[src/fcc_regs.vh]
// Purpose: constants for the fan configuration block
// Assumes: 8-bit registers on 32-bit Avalon-MM words, word address equals index
// Notes: included by fcc_top.v and fcc_chan.v
//
// Contract
// - config one at index F0h, resets to 00h, all options off.
// - config one bit 7 inverts channel 1 output.
// - config one bit 6 enables channel 1 speed control.
// - config one bit 5 enables channel 1 speed monitor.
// - config one bit 4 inverts channel 0 output.
// - config one bit 3 enables channel 0 speed control.
// - config one bit 2 enables channel 0 speed monitor.
// - config one bit 0 plus inactive device puts fan pins in high impedance.
// - config two at index F1h, resets to 00h, bits 7..3 reserved.
// - config two bit 2 inverts channel 2 output.
// - config two bit 1 enables channel 2 speed control.
// - config two bit 0 enables channel 2 speed monitor.
// - force register at F2h, bit 0 forces channel 0 full duty on alarm.
// - force bit 1 forces channel 1 full duty on alarm.
// - force bit 2 forces channel 2 full duty on alarm.
// - alarm condition is OR of all over-temperature outputs.
// - with speed control on and without force or alarm, output follows normal PWM generator.
// - three independent control and three independent monitor channels.
`ifndef FCC_REGS_VH
`define FCC_REGS_VH

// ----------------------------------------
// register indices
// ----------------------------------------
`define FCC_IDX_CFG_ONE 8'hF0
`define FCC_IDX_CFG_TWO 8'hF1
`define FCC_IDX_FORCE 8'hF2
`define FCC_IDX_STATUS 8'hF3
`define FCC_RESET_VAL 8'h00

// ----------------------------------------
// field positions
// ----------------------------------------
`define FCC_B1_INV1 7
`define FCC_B1_CTL1 6
`define FCC_B1_MON1 5
`define FCC_B1_INV0 4
`define FCC_B1_CTL0 3
`define FCC_B1_MON0 2
`define FCC_B1_TRI 0
`define FCC_B2_INV2 2
`define FCC_B2_CTL2 1
`define FCC_B2_MON2 0
`define FCC_CFG_ONE_MASK 8'hFD
`define FCC_CFG_TWO_MASK 8'h07
`define FCC_FORCE_MASK 8'h07

`endif

[src/fcc_top.v]
// Purpose: fan unit configuration registers and output control
// Assumes: Avalon-MM slave, word address = register index
// Notes: duty generators are outside; their raw pwm enters here
//
// The Avalon-MM interface to the registers is this design's own decision.
`timescale 1ns/1ps
`default_nettype none
`include "fcc_regs.vh"
module fcc_top (
    input wire clk,
    input wire sys_rst,
    input wire clk_en,
    input wire [7:0] avs_address,
    input wire avs_read,
    input wire avs_write,
    input wire [31:0] avs_writedata,
    input wire [3:0] avs_byteenable,
    output reg [31:0] avs_readdata,
    output wire avs_waitrequest,
    input wire dev_active,
    input wire [2:0] pwm_raw,
    input wire [1:0] overtemp_alarm,
    input wire [2:0] tach_in,
    output wire [2:0] fan_pwm_out,
    output wire [2:0] fan_pwm_oe_n,
    output wire [2:0] ctl_enable,
    output wire [2:0] mon_enable,
    output wire [2:0] tach_pulse
);
    reg [7:0] cfg_one_q;
    reg [7:0] cfg_two_q;
    reg [7:0] force_q;
    reg ack_q;
    reg [7:0] rd_d;
    wire [2:0] inv;
    wire [2:0] pwm_q;
    wire [2:0] tach_lvl;
    wire alarm;
    wire req;
    genvar gi;

    // ----------------------------------------
    // bus slave
    // ----------------------------------------
    // one wait cycle keeps read data registered
    assign req = (avs_read | avs_write) & clk_en;
    assign avs_waitrequest = ~ack_q;

    always @* begin
        case (avs_address)
            `FCC_IDX_CFG_ONE: rd_d = cfg_one_q;
            `FCC_IDX_CFG_TWO: rd_d = cfg_two_q;
            `FCC_IDX_FORCE: rd_d = force_q;
            `FCC_IDX_STATUS: rd_d = {4'h0, alarm, tach_lvl};
            default: rd_d = 8'h00;
        endcase
    end

    always @(posedge clk) begin
        if (sys_rst) begin
            cfg_one_q <= `FCC_RESET_VAL;
            cfg_two_q <= `FCC_RESET_VAL;
            force_q <= `FCC_RESET_VAL;
            ack_q <= 1'b0;
            avs_readdata <= 32'h0000_0000;
        end else if (clk_en) begin
            ack_q <= req & ~ack_q;
            if (req && !ack_q) begin
                avs_readdata <= {24'h000000, rd_d};
                if (avs_write && avs_byteenable[0]) begin
                    case (avs_address)
                        `FCC_IDX_CFG_ONE:
                            cfg_one_q <= avs_writedata[7:0] & `FCC_CFG_ONE_MASK;
                        `FCC_IDX_CFG_TWO:
                            cfg_two_q <= avs_writedata[7:0] & `FCC_CFG_TWO_MASK;
                        `FCC_IDX_FORCE:
                            force_q <= avs_writedata[7:0] & `FCC_FORCE_MASK;
                        default: ;
                    endcase
                end
            end
        end
    end

    // ----------------------------------------
    // channel decode
    // ----------------------------------------
    assign alarm = |overtemp_alarm;
    assign inv = {cfg_two_q[`FCC_B2_INV2], cfg_one_q[`FCC_B1_INV1], cfg_one_q[`FCC_B1_INV0]};
    assign ctl_enable = {cfg_two_q[`FCC_B2_CTL2], cfg_one_q[`FCC_B1_CTL1], cfg_one_q[`FCC_B1_CTL0]};
    assign mon_enable = {cfg_two_q[`FCC_B2_MON2], cfg_one_q[`FCC_B1_MON1], cfg_one_q[`FCC_B1_MON0]};

    generate
        for (gi = 0; gi < 3; gi = gi + 1) begin : g_ch
            fcc_chan u_chan (
                .clk(clk),
                .sys_rst(sys_rst),
                .clk_en(clk_en),
                .pwm_raw(pwm_raw[gi]),
                .ctl_en(ctl_enable[gi]),
                .mon_en(mon_enable[gi]),
                .inv_en(inv[gi]),
                .force_en(force_q[gi]),
                .alarm(alarm),
                .tach_in(tach_in[gi]),
                .pwm_q(pwm_q[gi]),
                .tach_level(tach_lvl[gi]),
                .tach_pulse_q(tach_pulse[gi])
            );
        end
    endgenerate

    // ----------------------------------------
    // pin drive
    // ----------------------------------------
    // release pins only when tri option set and device inactive
    assign fan_pwm_out = pwm_q;
    assign fan_pwm_oe_n = {3{cfg_one_q[`FCC_B1_TRI] & ~dev_active}};
endmodule
`default_nettype wire

[src/fcc_chan.v]
// Purpose: one fan channel, output shaping and tach sampling
// Assumes: pwm_raw comes from the duty generator on clk
// Notes: tach comes from a pin and is synchronised here
`timescale 1ns/1ps
`default_nettype none
`include "fcc_regs.vh"
module fcc_chan (
    input wire clk,
    input wire sys_rst,
    input wire clk_en,
    input wire pwm_raw,
    input wire ctl_en,
    input wire mon_en,
    input wire inv_en,
    input wire force_en,
    input wire alarm,
    input wire tach_in,
    output reg pwm_q,
    output wire tach_level,
    output reg tach_pulse_q
);
    reg sync1_q;
    reg sync2_q;
    reg sync3_q;
    reg level_q;
    reg pwm_d;

    // ----------------------------------------
    // output shaping
    // ----------------------------------------
    always @* begin
        pwm_d = 1'b0;
        if (ctl_en) begin
            if (force_en && alarm)
                pwm_d = 1'b1;
            else
                pwm_d = pwm_raw;
        end
        if (inv_en)
            pwm_d = ~pwm_d;
    end

    always @(posedge clk) begin
        if (sys_rst) begin
            pwm_q <= 1'b0;
            // tach idles high: resetting high avoids a false edge
            sync1_q <= 1'b1;
            sync2_q <= 1'b1;
            sync3_q <= 1'b1;
            level_q <= 1'b1;
            tach_pulse_q <= 1'b0;
        end else if (clk_en) begin
            pwm_q <= pwm_d;
            sync1_q <= tach_in;
            sync2_q <= sync1_q;
            sync3_q <= sync2_q;
            tach_pulse_q <= 1'b0;
            // change counted only when stages two and three agree
            if (sync2_q == sync3_q && sync3_q != level_q) begin
                level_q <= sync3_q;
                tach_pulse_q <= mon_en & sync3_q;
            end
        end
    end

    assign tach_level = level_q;
endmodule
`default_nettype wire

[config.mk]
export PLATFORM = sky130hd
export DESIGN_NAME = fcc_top
export DESIGN_NICKNAME = d
export VERILOG_FILES = /design/src/fcc_top.v /design/src/fcc_chan.v
export VERILOG_INCLUDE_DIRS = /design/src
export SDC_FILE = /design/constraint.sdc
export NUM_CORES = 1
export LEC_CHECK = 0
export BUFFER_PORTS_ARGS = -buffer_cell sky130_fd_sc_hd__buf_2
export CAP_MARGIN = 20
export CORE_UTILIZATION = 45
export CTS_CLUSTER_SIZE = 12
export DETAILED_ROUTE_END_ITERATION = 10
export PLACE_DENSITY = 0.8
export SETUP_SLACK_MARGIN = 0.1
export SLEW_MARGIN = 10
export SYNTH_ARGS = -nofsm -noshare
export SYNTH_HDL_FRONTEND = slang
export SYNTH_SLANG_ARGS = --single-unit
export TNS_END_PERCENT = 10
[constraint.sdc]
create_clock -name clk -period 1.7 [get_ports clk]
set_clock_uncertainty 0.15 [all_clocks]
set_input_delay 0.085 -clock clk [delete_from_list [all_inputs] [get_ports clk]]
set_output_delay 0.085 -clock clk [all_outputs]
set_load 0.05 [all_outputs]
# Word-level counts from Yosys, hierarchy flattened
# Index checks and enable logic that the tools add are counted.
[op_classes] add_sub_neg=0 multipliers=0 div_mod_pow=0 magnitude_cmp=0 eq_ne=10 shifts=0 mux=13 n_bitwise=12 reduce_logical=17
[ops] operator="equality test 8 bit (second input constant)" n=4
[ops] operator="one-hot mux 8 bit (4 select lines)" n=1
[ops] operator="2-to-1 mux 1 bit" n=12
[ops] operator="AND reduction 4 bit" n=3
[ops] operator="logical AND 1 bit" n=8
[ops] operator="AND reduction 2 bit" n=4
[ops] operator="bitwise AND 1 bit" n=6
[ops] operator="inverter 1 bit" n=5
[ops] operator="equality test 1 bit" n=3
[ops] operator="!= test 1 bit" n=3
[ops] operator="OR reduction 2 bit" n=1
[ops] operator="logical NOT 1 bit" n=1
[ops] operator="bitwise OR 1 bit" n=1
[word_totals] register_bits=40 latch_bits=0 ramBits=0 mem_bits_ro=0 in_bits=58 output_inout_bits=48 mem_count=0

# Logic depth before layout (Yosys ltp)
[depth] word_depth=6 depth_mapped=6 ltp_nobuf=4

# Hierarchy
# From an unflattened synthesis, not the netlist that was laid out.
[unflattened] cells_unflattened=214 area_unflattened_um2=1994.4
[modules_own_cells] module="fcc_top" instances=1 cells_each=136 area_per_inst_um2=1224.9 seq_area_each_um2=440.4
[modules_own_cells] module="fcc_chan" instances=3 cells_each=26 area_per_inst_um2=256.5 seq_area_each_um2=120.1

# Worst setup path after synthesis
# No wires, ideal clock.
[synth_path] path_type="flip-flop to output port" start="register cfg_one_q[0]" end="output fan_pwm_oe_n[1]" arrival_ns=1.439 t_required_ns=1.465 slack_ns=0.026 stages_incl_launch_ff=3 path_cell_list="dfxtp_1 -> nor2b_1 -> buf_4"
[synth_between] elab_chain_len=1
[synth_rtl] item="start, declared" line="fcc_top.v:30" text="reg [7:0] cfg_one_q;"
[synth_rtl] item="start signal, assigned" line="fcc_top.v:61" text="cfg_one_q <= `FCC_RESET_VAL;"
[synth_rtl] item="start signal, assigned" line="fcc_top.v:73" text="cfg_one_q <= avs_writedata[7:0] & `FCC_CFG_ONE_MASK;"
[synth_rtl] item="bitwise AND 1 bit" line="fcc_top.v:118" text="assign fan_pwm_oe_n = {3{cfg_one_q[`FCC_B1_TRI] & ~dev_active}};"
[synth_rtl] item="end, declared" line="fcc_top.v:25" text="output wire [2:0] fan_pwm_oe_n,"
# Every way passes these cells.

# Worst setup path after layout
[layout_path] start="register ack_q" end="register cfg_two_q[1]"
[layout_between] elab_chain_len=3
[layout_rtl] item="start, declared" line="fcc_top.v:33" text="reg ack_q;"
[layout_rtl] item="start signal, assigned" line="fcc_top.v:67" text="ack_q <= req & ~ack_q;"
[layout_rtl] item="logical NOT 1 bit" line="fcc_top.v:68" text="if (req && !ack_q) begin"
[layout_rtl] item="logical AND 1 bit" line="fcc_top.v:68"
[layout_rtl] item="AND reduction 4 bit (no source line)"
[layout_rtl] item="end signal, assigned" line="fcc_top.v:62" text="cfg_two_q <= `FCC_RESET_VAL;"
[layout_rtl] item="end signal, assigned" line="fcc_top.v:75" text="cfg_two_q <= avs_writedata[7:0] & `FCC_CFG_TWO_MASK;"
[layout_rtl] item="end, declared" line="fcc_top.v:31" text="reg [7:0] cfg_two_q;"
# Every way passes these cells.
# A chain may end at the register's enable or synchronous reset.

==> flow_summary.json <==
{
  "outcome": "completed",
  "dr_total_vias": 1609,
  "final_nets": 335,
  "dp_hpwl_um": 2820,
  "multi_input_area_sq_um": 973,
  "post_cts_buffers": 0,
  "rsz0062_at_grt": "yes",
  "final_common_cell": "buf_2",
  "dpl_worst_slack_ps": 67.5,
  "cts_tree": "built",
  "die-area_sq_um": 4790,
  "ioPinCount": 106,
  "grt_pass1_vias": 1465,
  "drv_slew": 0,
  "pwr-share-comb": 0.147,
  "path_clk_slew_ps": 70,
  "fin_ws_ps": 43.9,
  "worstHoldPathCells": 4,
  "h-tree-depth": 2,
  "synthToLayoutAreaGrowth_pct": 19.4,
  "grt_use_total": 0.174,
  "drtPass1Iterations": 6,
  "slew_headroom": 0.517,
  "rows": 24,
  "met2_usage": 0.293,
  "cts-root-buf": "clkbuf_8",
  "layout-drive-gt1-share": 0.273,
  "hold_slack_ps": 78.4,
  "die_w_um": 69.2,
  "netlist_area_sq_um": 2030,
  "hold_violations": 0,
  "synth_cell_type_count": 32,
  "fillCellCount": 405,
  "synth.avg_cell_area_sq_um": 9.19,
  "ys_seq_elements": 40,
  "drt-total-wl_um": 3970,
  "grt.overflow.total": 0,
  "p_seq_frac": 0.456,
  "insertion_delay_ps": 300,
  "wire_per_inst_um": 12.0,
  "utilization": 0.557,
  "clkPwrFrac": 0.397,
  "yosysWarnings": 0,
  "antenna_found_initial": 0,
  "power_density_nw_per_um2": 877,
  "crit_path_max_fanout": 3,
  "synth-seq-area-share": 0.394,
  "reg2reg_depth": 6,
  "grt_max_degree": 41,
  "min_period_ps": 1660,
  "top_usage_layer": "met2",
  "ir_drop_v": 0.000708,
  "postRouteAntennaNets": 0,
  "power.switching_uw": 559,
  "start_util": 0.466,
  "met1_usage": 0.208,
  "diodes": 0,
  "fin_crit_sh": 0.974,
  "vias_per_cell": 4.88,
  "start_kind": "register",
  "coreArea_sq_um": 4350,
  "max_cap_violations": 0,
  "cts_sinks": 40,
  "cp.required_ps": 1710,
  "numCtsBuffers": 5,
  "use_met3": 0.0552,
  "setup_violations": 0,
  "regArea_sq_um": 801,
  "cp.arrival_ps": 1660,
  "cp-end-kind": "register",
  "fmax_mhz": 604,
  "die_y_um": 69.2,
  "swShare": 0.263,
  "clockBufferDepth": 2,
  "grt_pass1_wl_um": 6600,
  "routabilityCongestion": 0.779,
  "syn_inst": 221,
  "worst_pin_slew_ps": 725,
  "drc": 0,
  "hold_class": "in -> reg",
  "mostFrequentLayoutCells": "buf_2 (54), dfxtp_1 (40), conb_1 (24)",
  "drtIter0Drc": 48,
  "p_int_mw": 1.57,
  "leakage_nw": 1.14,
  "worstSetupPathType": "reg -> reg",
  "portBuffers": 54
}
-- what timing repair did --
| action | CTS | global route |
|---|---|---|
| gates cloned | 0 | 0 |
| resized for setup | 0 | 1 |
| endpoints found under the hold margin | 16 | 0 |
| hold buffers | 11 | 0 |
| setup endpoints to repair | 11 | 13 |
-- flip-flops by register name, indices dropped and copies added (netlist names) --
name and cells:
cfg_two_q 3, g_ch.u_chan.sync2_q 3, avs_readdata 8, cfg_one_q 7, g_ch.u_chan.tach_pulse_q 3, ack_q 1
g_ch.u_chan.sync3_q 3, g_ch.u_chan.pwm_q 3, g_ch.u_chan.tach_level 3, force_q 3, g_ch.u_chan.sync1_q 3
-- through the flow --
step                cell area, sq um  TNS [ps]  instances  power, mW
finish                          2420         0        330       2.13
detailed placement              2180         0        311       1.28
CTS                             2420         0        330       2.14
global placement                2180         0        311       1.28
global route                    2420      -164        330       2.21
floorplan                       2120         0        244       1.26
-- power groups by stage --
stage	clock network, mW	registers, mW	logic, mW
6_report	0.844	0.970	0.312
5_1_grt	0.904	0.973	0.333
4_1_cts	0.860	0.970	0.309
3_5_place_dp	0	0.992	0.290
3_3_place_gp	0	0.991	0.287
2_1_floorplan	0	0.989	0.268
-- per-layer routing --
metal | up-vias | routed length [um]
li1 | 810 | -
met1 | 742 | 1760
met2 | 51 | 1960
met3 | 6 | 186
met4 | 0 | 60
met5 | - | 0
-- cell type report --
cell class / instances / share of cell area
Clock inverter: 1 / 0.0124
Inverter: 5 / 0.00774
Sequential cell: 40 / 0.330
Timing Repair Buffer: 73 / 0.182
Multi-Input combinational cell: 152 / 0.401
Clock buffer: 7 / 0.0397
Tap cell: 52 / 0.0268
-- Yosys cell counts, drive strengths merged --
cell type / number / area [sq um]
nor3: 2 / 10.0
o211ai: 1 / 7.51
o21a: 4 / 30.0
clkbuf: 6 / 22.5
buf: 41 / 313
nor4: 2 / 25.0
and4b: 2 / 20.0
nand4bb: 1 / 16.3
conb: 1 / 3.75
nand3: 8 / 40.0
o21ai: 6 / 30.0
inv: 5 / 18.8
nand2b: 5 / 31.3
a21oi: 16 / 80.1
a211oi: 3 / 22.5
o22ai: 1 / 6.26
dfxtp: 40 / 801
nand4b: 1 / 8.76
nand2: 10 / 37.5
nor2b: 10 / 62.6
mux2i: 17 / 170
or2b: 1 / 7.51
mux4: 2 / 52.6
a211o: 8 / 70.1
or4: 1 / 11.3
o21bai: 3 / 22.5
or2: 1 / 8.76
xor2: 3 / 26.3
nor2: 20 / 75.1
-- logic make-up (layout without fill, tap and decap cells) --
| family | count (synthesis) | in the layout | share of synthesized area |
|---|---|---|---|
| simple gates | 64 | 64 | 0.174 |
| other cells | 1 | 24 | 0.00185 |
| xor+xnor | 3 | 3 | 0.0129 |
| compound gates | 42 | 42 | 0.132 |
| flops | 40 | 40 | 0.394 |
| buf+inv | 52 | 86 | 0.174 |
| mux | 19 | 19 | 0.110 |
-- final timing paths --
check,from,to,slack [ps]
worst min register to register,avs_readdata[2],avs_readdata[2],300
worst min-delay path,pwm_raw[2],g_ch[2].u_chan.pwm_q,80
worst max register to register,ack_q,cfg_two_q[1],40
worst max-delay path,ack_q,cfg_two_q[1],40
-- critical path: stages (launching register included) --
cell      delay [ps]
dfxtp_1          310
nand4b_1         240
buf_4            200
nor4_4           210
buf_4            180
mux2i_1          180
nor2_1            50
Power figures use the tool's default switching activity.
